### config.mk
export PLATFORM = sky130hd
export DESIGN_NAME = aucrr_top
export DESIGN_NICKNAME = d
export VERILOG_FILES = /design/src/aucrr_pkg.sv /design/src/aucrr_pick.sv /design/src/aucrr_slot.sv /design/src/aucrr_top.sv
export SDC_FILE = /design/constraint.sdc
export NUM_CORES = 1
export LEC_CHECK = 0
export ABC_CLOCK_PERIOD_IN_PS = 53100
export BUFFER_PORTS_ARGS = -buffer_cell sky130_fd_sc_hd__buf_2
export CORE_AREA = 2 2 357 182
export DETAILED_ROUTE_END_ITERATION = 7
export DIE_AREA = 0 0 359 184
export PLACE_DENSITY_LB_ADDON = 0.1
export SLEW_MARGIN = 10
export SYNTH_ARGS = -nofsm -noshare
export SYNTH_HDL_FRONTEND = slang
export SYNTH_SLANG_ARGS = --single-unit
### constraint.sdc
create_clock -name CLK -period 53.1 [get_ports CLK]
set_input_delay 10.62 -clock CLK [delete_from_list [all_inputs] [get_ports CLK]]
set_output_delay 10.62 -clock CLK [all_outputs]
set_load 0.005 [all_outputs]
### src/aucrr_pkg.sv
package aucrr_pkg;
    // ------------------------------------------------------------
    // channel order of the round-robin
    // ------------------------------------------------------------
    localparam int NCH = 21;
    localparam int CW = 5;
    localparam int NPIN = 6;
    localparam logic [CW-1:0] CH_CELL = 5'h00;
    localparam logic [CW-1:0] CH_STACK = 5'h01;
    localparam logic [CW-1:0] CH_PIN1 = 5'h05;
    // internal channels enabled through the two extra enable registers
    localparam int INT_A_CH [8] = '{2, 3, 4, 11, 12, 13, 14, 15};
    localparam int INT_B_CH [5] = '{16, 17, 18, 19, 20};

    // ------------------------------------------------------------
    // register offsets
    // ------------------------------------------------------------
    localparam logic [7:0] ADDR_CHCTL1 = 8'h00;
    localparam logic [7:0] ADDR_CTRL = 8'h01;
    localparam logic [7:0] ADDR_DIAG2 = 8'h02;
    localparam logic [7:0] ADDR_DIAG4 = 8'h03;
    localparam logic [7:0] ADDR_PINMODE = 8'h04;
    localparam logic [7:0] ADDR_STATUS = 8'h05;
    localparam logic [7:0] ADDR_TWOFS = 8'h06;
    localparam logic [7:0] ADDR_INTEN_A = 8'h07;
    localparam logic [7:0] ADDR_INTEN_B = 8'h08;
    localparam logic [7:0] ADDR_RES_BASE = 8'h20;
    localparam logic [7:0] ADDR_UNC_BASE = 8'h60;

    // ------------------------------------------------------------
    // field positions and reset values
    // ------------------------------------------------------------
    localparam int CHCTL1_STACK_BIT = 0;
    localparam int CHCTL1_PIN_LSB = 1;
    localparam int CTRL_GO_BIT = 0;
    localparam int CTRL_TREF_BIT = 1;
    localparam int DIAG2_SEL_LSB = 0;
    localparam int DIAG2_SEL_EN_BIT = 3;
    localparam int DIAG4_FILT_BIT = 0;
    localparam int STAT_BUSY_BIT = 0;
    localparam int STAT_READY_BIT = 1;
    localparam logic [7:0] RST_BYTE = 8'h00;
    localparam logic [7:0] DIAG_HI = 8'h80;
    localparam logic [7:0] DIAG_LO = 8'h00;
    localparam logic [2:0] CELL_MIN = 3'h1;
    localparam logic [2:0] CELL_MAX = 3'h6;

    // ------------------------------------------------------------
    // weight of one two's-complement count, for the host
    // ------------------------------------------------------------
    localparam real LSB_BASE_UV = 190.7349;
    localparam real LSB_CELL_UV = 2.0 * LSB_BASE_UV;
    localparam real LSB_STACK_MV = 2.827;
    localparam real LSB_ASUP_UV = 381.622;
    localparam real LSB_CSUP_UV = 548.47;
    localparam real LSB_PIN1_RAW_UV = 0.745;
    localparam real LSB_RATIO_PCT = 0.00007628;

    // ------------------------------------------------------------
    // carriers
    // ------------------------------------------------------------
    typedef struct packed {
        logic wr;
        logic rd;
        logic [7:0] addr;
        logic [7:0] wdata;
    } aucrr_bus_s;

    typedef struct packed {
        logic [15:0] corr;
        logic [23:0] raw;
        logic [23:0] filt;
    } aucrr_adc_s;
endpackage

### src/aucrr_pick.sv
`timescale 1ns/1ps
`default_nettype none
// lowest enabled channel at or above a start index
module aucrr_pick
    import aucrr_pkg::*;
#(
    parameter int N = NCH
) (
    input wire logic [N-1:0] en,
    input wire logic [CW-1:0] from,
    output logic found,
    output logic [CW-1:0] idx
);
    // ------------------------------------------------------------
    // priority search
    // ------------------------------------------------------------
    // scan downward so the lowest match is written last
    always_comb begin
        found = 1'b0;
        idx = '0;
        for (int i = N - 1; i >= 0; i--) begin
            if (en[i] && (CW'(i) >= from)) begin
                found = 1'b1;
                idx = CW'(i);
            end
        end
    end
endmodule
`default_nettype wire

### src/aucrr_slot.sv
`timescale 1ns/1ps
`default_nettype none
// one result: live value plus a shadow of the lower bytes
module aucrr_slot
    import aucrr_pkg::*;
#(
    parameter int NB = 2
) (
    input wire logic clk,
    input wire logic rst_n,
    input wire logic wr,
    input wire logic [NB*8-1:0] din,
    input wire logic hi_rd,
    output logic [7:0] hi,
    output logic [NB*8-9:0] lo
);
    logic [NB*8-1:0] live_r, live_nxt;
    logic [NB*8-9:0] shad_r, shad_nxt;

    // ------------------------------------------------------------
    // capture and lock
    // ------------------------------------------------------------
    // the shadow only follows on a high-byte read, so a conversion
    // landing mid-read cannot split the value
    always_comb begin
        live_nxt = wr ? din : live_r;
        shad_nxt = hi_rd ? live_r[NB*8-9:0] : shad_r;
    end

    always_ff @(posedge clk or negedge rst_n) begin
        if (!rst_n) begin
            live_r <= {DIAG_HI, {(NB*8-8){1'b0}}};
            shad_r <= '0;
        end else begin
            live_r <= live_nxt;
            shad_r <= shad_nxt;
        end
    end

    assign hi = live_r[NB*8-1:NB*8-8];
    assign lo = shad_r;
endmodule
`default_nettype wire

### src/aucrr_top.sv
`timescale 1ns/1ps
`default_nettype none
module aucrr_top
    import aucrr_pkg::*;
#(
    parameter logic [7:0] TWARN_OFFSET = 8'h00
) (
    input wire logic CLK,
    input wire logic RESETN,
    input wire aucrr_bus_s BUS,
    output logic [7:0] RDATA,
    output logic ADC_START,
    output logic [CW-1:0] ADC_CHAN,
    input wire logic ADC_DONE,
    input wire aucrr_adc_s ADC_RES,
    output logic [2:0] CELL_ROUTE,
    output logic CELL_ROUTE_EN,
    output logic WINDOW_CMP_PAUSE,
    output logic [NPIN-1:0] MEAS_RATIO,
    output logic TREF_ENABLE,
    output logic AUX_BUSY,
    output logic AUX_READY
);
    // ------------------------------------------------------------
    // reset release
    // ------------------------------------------------------------
    logic rst_q1, rst_n;

    always_ff @(posedge CLK or negedge RESETN) begin
        if (!RESETN) begin
            rst_q1 <= 1'b0;
            rst_n <= 1'b0;
        end else begin
            rst_q1 <= 1'b1;
            rst_n <= rst_q1;
        end
    end

    // ------------------------------------------------------------
    // configuration registers
    // ------------------------------------------------------------
    logic [7:0] chctl1_r, chctl1_nxt, diag2_r, diag2_nxt;
    logic [7:0] diag4_r, diag4_nxt, pinmode_r, pinmode_nxt;
    logic [7:0] inta_r, inta_nxt, intb_r, intb_nxt;
    logic tref_r, tref_nxt, route_en_r, route_en_nxt;
    logic go;
    logic [2:0] cell_sel;

    assign go = BUS.wr && (BUS.addr == ADDR_CTRL) && BUS.wdata[CTRL_GO_BIT];
    assign cell_sel = diag2_r[DIAG2_SEL_LSB +: 3];

    // software writes; the go bit is a strobe and is never stored
    always_comb begin
        chctl1_nxt = chctl1_r;
        diag2_nxt = diag2_r;
        diag4_nxt = diag4_r;
        pinmode_nxt = pinmode_r;
        inta_nxt = inta_r;
        intb_nxt = intb_r;
        tref_nxt = tref_r;
        if (BUS.wr) begin
            case (BUS.addr)
                ADDR_CHCTL1: chctl1_nxt = {1'b0, BUS.wdata[6:0]};
                ADDR_CTRL: tref_nxt = BUS.wdata[CTRL_TREF_BIT];
                ADDR_DIAG2: diag2_nxt = {4'h0, BUS.wdata[3:0]};
                ADDR_DIAG4: diag4_nxt = {7'h00, BUS.wdata[0]};
                ADDR_PINMODE: pinmode_nxt = {2'h0, BUS.wdata[5:0]};
                ADDR_INTEN_A: inta_nxt = BUS.wdata;
                ADDR_INTEN_B: intb_nxt = {3'h0, BUS.wdata[4:0]};
                default: ;
            endcase
        end
        // out-of-range cell codes route nothing
        route_en_nxt = diag2_nxt[DIAG2_SEL_EN_BIT]
            && (diag2_nxt[2:0] >= CELL_MIN)
            && (diag2_nxt[2:0] <= CELL_MAX);
    end

    always_ff @(posedge CLK or negedge rst_n) begin
        if (!rst_n) begin
            chctl1_r <= RST_BYTE;
            diag2_r <= RST_BYTE;
            diag4_r <= RST_BYTE;
            pinmode_r <= RST_BYTE;
            inta_r <= RST_BYTE;
            intb_r <= RST_BYTE;
            tref_r <= 1'b0;
            route_en_r <= 1'b0;
        end else begin
            chctl1_r <= chctl1_nxt;
            diag2_r <= diag2_nxt;
            diag4_r <= diag4_nxt;
            pinmode_r <= pinmode_nxt;
            inta_r <= inta_nxt;
            intb_r <= intb_nxt;
            tref_r <= tref_nxt;
            route_en_r <= route_en_nxt;
        end
    end

    assign CELL_ROUTE = cell_sel;
    assign CELL_ROUTE_EN = route_en_r;
    assign WINDOW_CMP_PAUSE = diag2_r[DIAG2_SEL_EN_BIT];
    assign MEAS_RATIO = pinmode_r[NPIN-1:0];
    assign TREF_ENABLE = tref_r;

    // ------------------------------------------------------------
    // channel enables
    // ------------------------------------------------------------
    logic [NCH-1:0] en_vec;

    always_comb begin
        en_vec = '0;
        en_vec[CH_CELL] = route_en_r;
        en_vec[CH_STACK] = chctl1_r[CHCTL1_STACK_BIT];
        for (int p = 0; p < NPIN; p++) begin
            en_vec[int'(CH_PIN1) + p] = chctl1_r[CHCTL1_PIN_LSB + p];
        end
        for (int a = 0; a < 8; a++) begin
            en_vec[INT_A_CH[a]] = inta_r[a];
        end
        for (int b = 0; b < 5; b++) begin
            en_vec[INT_B_CH[b]] = intb_r[b];
        end
    end

    // ------------------------------------------------------------
    // round-robin sequencer
    // ------------------------------------------------------------
    typedef enum logic [1:0] {S_IDLE, S_SEEK, S_WAIT} aucrr_state_e;
    aucrr_state_e state_r, state_nxt;
    logic [CW-1:0] from_r, from_nxt, chan_r, chan_nxt, pick_idx;
    logic start_r, start_nxt, ready_r, ready_nxt, busy_r, busy_nxt;
    logic pick_found, take;

    aucrr_pick #(.N(NCH)) u_pick (
        .en(en_vec),
        .from(from_r),
        .found(pick_found),
        .idx(pick_idx)
    );

    // a result that lands in the cycle of a new start is dropped:
    // the restart aborts the conversion it belonged to
    assign take = (state_r == S_WAIT) && ADC_DONE && !go;

    always_comb begin
        state_nxt = state_r;
        from_nxt = from_r;
        chan_nxt = chan_r;
        start_nxt = 1'b0;
        ready_nxt = ready_r;
        case (state_r)
            S_IDLE: ;
            S_SEEK: begin
                if (pick_found) begin
                    chan_nxt = pick_idx;
                    start_nxt = 1'b1;
                    state_nxt = S_WAIT;
                end else begin
                    ready_nxt = 1'b1;
                    state_nxt = S_IDLE;
                end
            end
            S_WAIT: begin
                if (ADC_DONE) begin
                    from_nxt = chan_r + 5'h01;
                    state_nxt = S_SEEK;
                end
            end
            default: state_nxt = S_IDLE;
        endcase
        // a start, even mid-sequence, restarts from the first channel
        if (go) begin
            state_nxt = S_SEEK;
            from_nxt = '0;
            start_nxt = 1'b0;
            ready_nxt = 1'b0;
        end
        busy_nxt = (state_nxt != S_IDLE);
    end

    always_ff @(posedge CLK or negedge rst_n) begin
        if (!rst_n) begin
            state_r <= S_IDLE;
            from_r <= '0;
            chan_r <= '0;
            start_r <= 1'b0;
            ready_r <= 1'b0;
            busy_r <= 1'b0;
        end else begin
            state_r <= state_nxt;
            from_r <= from_nxt;
            chan_r <= chan_nxt;
            start_r <= start_nxt;
            ready_r <= ready_nxt;
            busy_r <= busy_nxt;
        end
    end

    assign ADC_START = start_r;
    assign ADC_CHAN = chan_r;
    assign AUX_BUSY = busy_r;
    assign AUX_READY = ready_r;

    // ------------------------------------------------------------
    // result storage
    // ------------------------------------------------------------
    // codes are stored as delivered: scaling, the halved threshold
    // references and any range judgement stay with the host
    logic [7:0] cor_hi [NCH];
    logic [7:0] cor_lo [NCH];
    logic [7:0] unc_hi [2];
    logic [15:0] unc_lo [2];
    logic [NCH-1:0] cor_hrd;
    logic [1:0] unc_hrd;
    logic [23:0] pin1_raw;

    for (genvar g = 0; g < NCH; g++) begin : g_cor
        aucrr_slot #(.NB(2)) u_slot (
            .clk(CLK),
            .rst_n(rst_n),
            .wr(take && (chan_r == CW'(g))),
            .din(ADC_RES.corr),
            .hi_rd(cor_hrd[g]),
            .hi(cor_hi[g]),
            .lo(cor_lo[g])
        );
    end

    // filtered data replaces raw data on pin one when selected
    assign pin1_raw = diag4_r[DIAG4_FILT_BIT] ? ADC_RES.filt
        : ADC_RES.raw;

    aucrr_slot #(.NB(3)) u_stack_raw (
        .clk(CLK),
        .rst_n(rst_n),
        .wr(take && (chan_r == CH_STACK)),
        .din(ADC_RES.raw),
        .hi_rd(unc_hrd[0]),
        .hi(unc_hi[0]),
        .lo(unc_lo[0])
    );

    aucrr_slot #(.NB(3)) u_pin1_raw (
        .clk(CLK),
        .rst_n(rst_n),
        .wr(take && (chan_r == CH_PIN1)),
        .din(pin1_raw),
        .hi_rd(unc_hrd[1]),
        .hi(unc_hi[1]),
        .lo(unc_lo[1])
    );

    // ------------------------------------------------------------
    // read path
    // ------------------------------------------------------------
    logic [7:0] rdata_r, rdata_nxt;

    // a high-byte read locks the lower bytes only when the value is
    // real, so a busy-time read leaves the shadows alone
    always_comb begin
        rdata_nxt = 8'h00;
        cor_hrd = '0;
        unc_hrd = '0;
        if (BUS.rd) begin
            case (BUS.addr)
                ADDR_CHCTL1: rdata_nxt = chctl1_r;
                ADDR_CTRL: rdata_nxt = {6'h00, tref_r, 1'b0};
                ADDR_DIAG2: rdata_nxt = diag2_r;
                ADDR_DIAG4: rdata_nxt = diag4_r;
                ADDR_PINMODE: rdata_nxt = pinmode_r;
                ADDR_STATUS: rdata_nxt = {6'h00, ready_r, busy_r};
                ADDR_TWOFS: rdata_nxt = TWARN_OFFSET;
                ADDR_INTEN_A: rdata_nxt = inta_r;
                ADDR_INTEN_B: rdata_nxt = intb_r;
                default: ;
            endcase
            for (int i = 0; i < NCH; i++) begin
                if (BUS.addr == ADDR_RES_BASE + 8'(2 * i)) begin
                    rdata_nxt = busy_r ? DIAG_HI : cor_hi[i];
                    cor_hrd[i] = !busy_r;
                end
                if (BUS.addr == ADDR_RES_BASE + 8'(2 * i + 1)) begin
                    rdata_nxt = busy_r ? DIAG_LO : cor_lo[i];
                end
            end
            for (int u = 0; u < 2; u++) begin
                if (BUS.addr == ADDR_UNC_BASE + 8'(3 * u)) begin
                    rdata_nxt = busy_r ? DIAG_HI : unc_hi[u];
                    unc_hrd[u] = !busy_r;
                end
                if (BUS.addr == ADDR_UNC_BASE + 8'(3 * u + 1)) begin
                    rdata_nxt = busy_r ? DIAG_LO : unc_lo[u][15:8];
                end
                if (BUS.addr == ADDR_UNC_BASE + 8'(3 * u + 2)) begin
                    rdata_nxt = busy_r ? DIAG_LO : unc_lo[u][7:0];
                end
            end
        end
    end

    always_ff @(posedge CLK or negedge rst_n) begin
        if (!rst_n) begin
            rdata_r <= 8'h00;
        end else begin
            rdata_r <= rdata_nxt;
        end
    end

    assign RDATA = rdata_r;
endmodule
`default_nettype wire

==> impl_metrics.json <==
{
  "fp.dieW_um": 359,
  "maxCapViolCount": 0,
  "ir_drop_mv": 0.02660,
  "ys_seq_area_share_pct": 51.62,
  "synthCells": 2667,
  "synth-xor-area-share_pct": 0.05618,
  "final_util_pct": 54.63,
  "grt.total_usage_pct": 35.41,
  "syn_to_final_growth_pct": 9.863,
  "synth_top_area_share_pct": 49.68,
  "die_h_um": 184,
  "drive_gt1_share_pct": 34.46,
  "postRouteAntennaNets": 0,
  "synth_ff_type": "dfrtp_1",
  "p_per_area_nw_per_um2": 28.87,
  "critPathLaunchType": "input pin",
  "worstPathRequired_ps": 53600,
  "synthTopCellsByArea": "dfrtp_1 (50%), mux2_2 (22%), a21oi_1 (3.0%)",
  "finalCriticalPeriod_ps": 14690,
  "critPathKind": "in -> reg",
  "grt_max_degree": 170,
  "drt_iter0_drc": 3506,
  "syn-num-nets": 2757,
  "worst_slew_pin_slew_ps": 1227,
  "core_um2": 62700,
  "fmax_mhz": 68.08,
  "cts_hold_buf": 0,
  "finalSetupViolCount": 0,
  "std_cell_rows": 65,
  "cts-resized-gates": 0,
  "clk_path_buf_depth": 3,
  "path_cells": "buf_4, buf_4, nand2_1, nor3_1, a22oi_1, nor2b_1, a211oi_1, nand3_1, a31oi_1, o221ai_1",
  "firstDrtPassIters": 6,
  "num_io_pins": 113,
  "numPortBuffers": 112,
  "antenna_found_initial": 5,
  "synth-simple-area-share_pct": 8.824,
  "critPathArrivalTime_ps": 15190,
  "grt-ovfl-total": 0,
  "slowest_stage": "a211oi_1",
  "wl_um": 117100,
  "avgSynthCellArea_um2": 11.69,
  "hold_class": "reg -> reg",
  "crit_top_cell": "buf_4",
  "vias": 24030,
  "cts-root-buf": "clkbuf_16",
  "cts_tree": "yes",
  "crit_buf_inv": 2,
  "status": "completed",
  "synth_edf_count": 0,
  "synth_top_family_by_area": "multiplexers",
  "rsz0062_at_grt": "no",
  "wl_per_cell_um": 32.84,
  "relSlewSlack_pct": 17.72,
  "synth.distinct_cells": 96,
  "synth-compound-area-share_pct": 12.61,
  "die-area_um2": 66060,
  "post-route-period-util_pct": 27.66,
  "slew_violations": 0,
  "clk_latency_ps": 630,
  "clock-sinks": 642,
  "avgViaCountPerCell": 6.740,
  "postSynth.asyncResetShare_pct": 100.0,
  "path_delay_family": "compound AO/OA/AOI/OAI gates",
  "n_antenna_cell": 0,
  "hold_violations": 0,
  "p_leak_nw": 16.29,
  "cts_made_buffers": 57,
  "place_hpwl_um": 80300,
  "fin_skew_ps": 20.09,
  "drc": 0,
  "ys_seq_elements": 642,
  "netlist_area_um2": 31180,
  "setup_tns_ps": 0,
  "yosysTopAreaCell": "dfrtp_1",
  "yosysWarnings": 0,
  "cp-end-kind": "register",
  "postCtsSetupBuffers": 0,
  "cp_slowest_stage_delay_ps": 950,
  "start_util_pct": 49.73,
  "htreeDepth": 2,
  "synth.area.mux_share_pct": 23.39,
  "critPathMaxFanout": 58,
  "grt_pass1_wl_um": 169500,
  "finalNetCount": 2773,
  "synth_adder_area_share_pct": 0.2006,
  "gp_congestion": 1.057,
  "grt_pass1_vias": 23030,
  "clk_pin_slew_worst_paths_ps": 70
}
-- through the flow --
stage	area (µm²)	worst slack [ps]	total power, mW	std cells	hold WS (ps)
floorplan	31180	33920	0.5408	2667	331.2
global placement	32380	38160	0.5706	3461	341.1
detailed placement	32380	38110	0.5707	3461	337.1
CTS	34250	38770	0.9923	3565	351.9
global route	34260	38410	1.019	3565	359.1
finish	34260	38410	0.9892	3565	351.3
-- report_power, final --
group / internal, mW / leakage [nW] / total (mW) / switching [mW]
clock: 0.234 / 0.913 / 0.425 / 0.191
sequential: 0.492 / 8.85 / 0.497 / 0.00563
combinational: 0.0169 / 6.53 / 0.0666 / 0.0497
total: 0.742 / 16.3 / 0.989 / 0.247
-- kinds of logic (layout without fill, tap and decap cells) --
kind of cell             after synthesis  in the layout
buffers and inverters                233            294
adder cells (fa/ha/maj)                5              5
flip-flops                           642            642
other                                  1              1
multiplexers                         653            653
AO/OA/AOI/OAI                        613            613
XOR/XNOR                               2              2
AND/OR/NAND/NOR                      518            518
-- cell type report --
class                      instances  area (µm²)
inverter                          25       95.09
clock inverter                    16       173.9
tap                              837        1047
sequential                       642       16100
fill                            5486       28450
clock buffer                      88        1693
timing repair buffer             165       988.4
multi-input combinational       1792       14160
-- state kept, by name, indices dropped and copies added (netlist names), 2 cells and up --
signal	cells
chctl1_r	7
u_stack_raw.live_r	24
from_r	5
pinmode_r	6
diag2_r	4
u_pin1_raw.live_r	24
g_cor.u_slot.lo	168
u_pin1_raw.lo	16
RDATA	8
inta_r	8
ADC_CHAN	5
g_cor.u_slot.live_r	336
u_stack_raw.lo	16
state_r	2
intb_r	5
-- synth_stat cells (all sizes together) (6+ instances only) --
cell     count
a21oi      189
nor3        41
a21o        16
inv         24
o31ai       13
a211oi      20
nand4       10
nor3b        6
dfstp       23
o221ai      15
o22ai       35
nor4b        7
or3         15
nand2b      15
clkbuf     110
o211ai      10
nor2b       40
nand3       47
dfrtp      619
or2          7
o21ai      124
nor4        15
and3         8
and2        11
nor2        99
nand2      165
a22o        12
o2111ai      9
mux2i       49
a22oi       53
a21boi       6
nand4bb      6
a32oi        8
a221oi      17
o21a         6
mux2       604
or4b         6
o32ai        7
a31oi       22
buf         98
-- cells in the final DEF (no fill, tap or decap), types with 9 or more instances in the layout --
master	n
nand2b_1	15
mux2_2	604
inv_1	23
clkbuf_16	57
buf_4	53
a22o_1	12
mux2i_1	49
o211ai_1	10
a21oi_1	189
a211oi_1	20
nand4_1	10
o22ai_1	35
dfstp_2	23
o21ai_0	120
clkbuf_8	15
nor2_2	9
or3_1	15
a22oi_1	53
nor2_1	88
nand3_1	46
nor2b_1	40
nand2_1	163
o31ai_1	13
buf_2	110
a221oi_1	17
and2_1	10
clkbuf_1	16
o221ai_1	15
dfrtp_1	616
a21o_1	16
nor3_1	34
nor4_1	11
o2111ai_1	9
a31oi_1	22
-- path summary, 6_finish.rpt --
path / depth (start not counted) / slack [ps] / from / to
min reg2reg: 0 / 350 / rst_q1 / rst_n
max reg2reg: 4 / 48630 / rst_n / AUX_BUSY
max: 10 / 38410 / BUS[8] / RDATA[0]
min: 0 / 350 / rst_q1 / rst_n
max in group asynchronous: 1 / 43230 / RESETN / rst_n
min in group asynchronous: 0 / 380 / rst_n / g_cor[1].u_slot.live_r[7]
-- routing by layer --
layer  vias up  share of wire, %  track usage, %
met5         -             0.028               0
met4         6               3.3           9.671
met3       277                13           13.43
met2      1462                39           47.50
met1     12430                44           52.73
li1       9857                 -               -
Power figures use the tool's default switching activity.
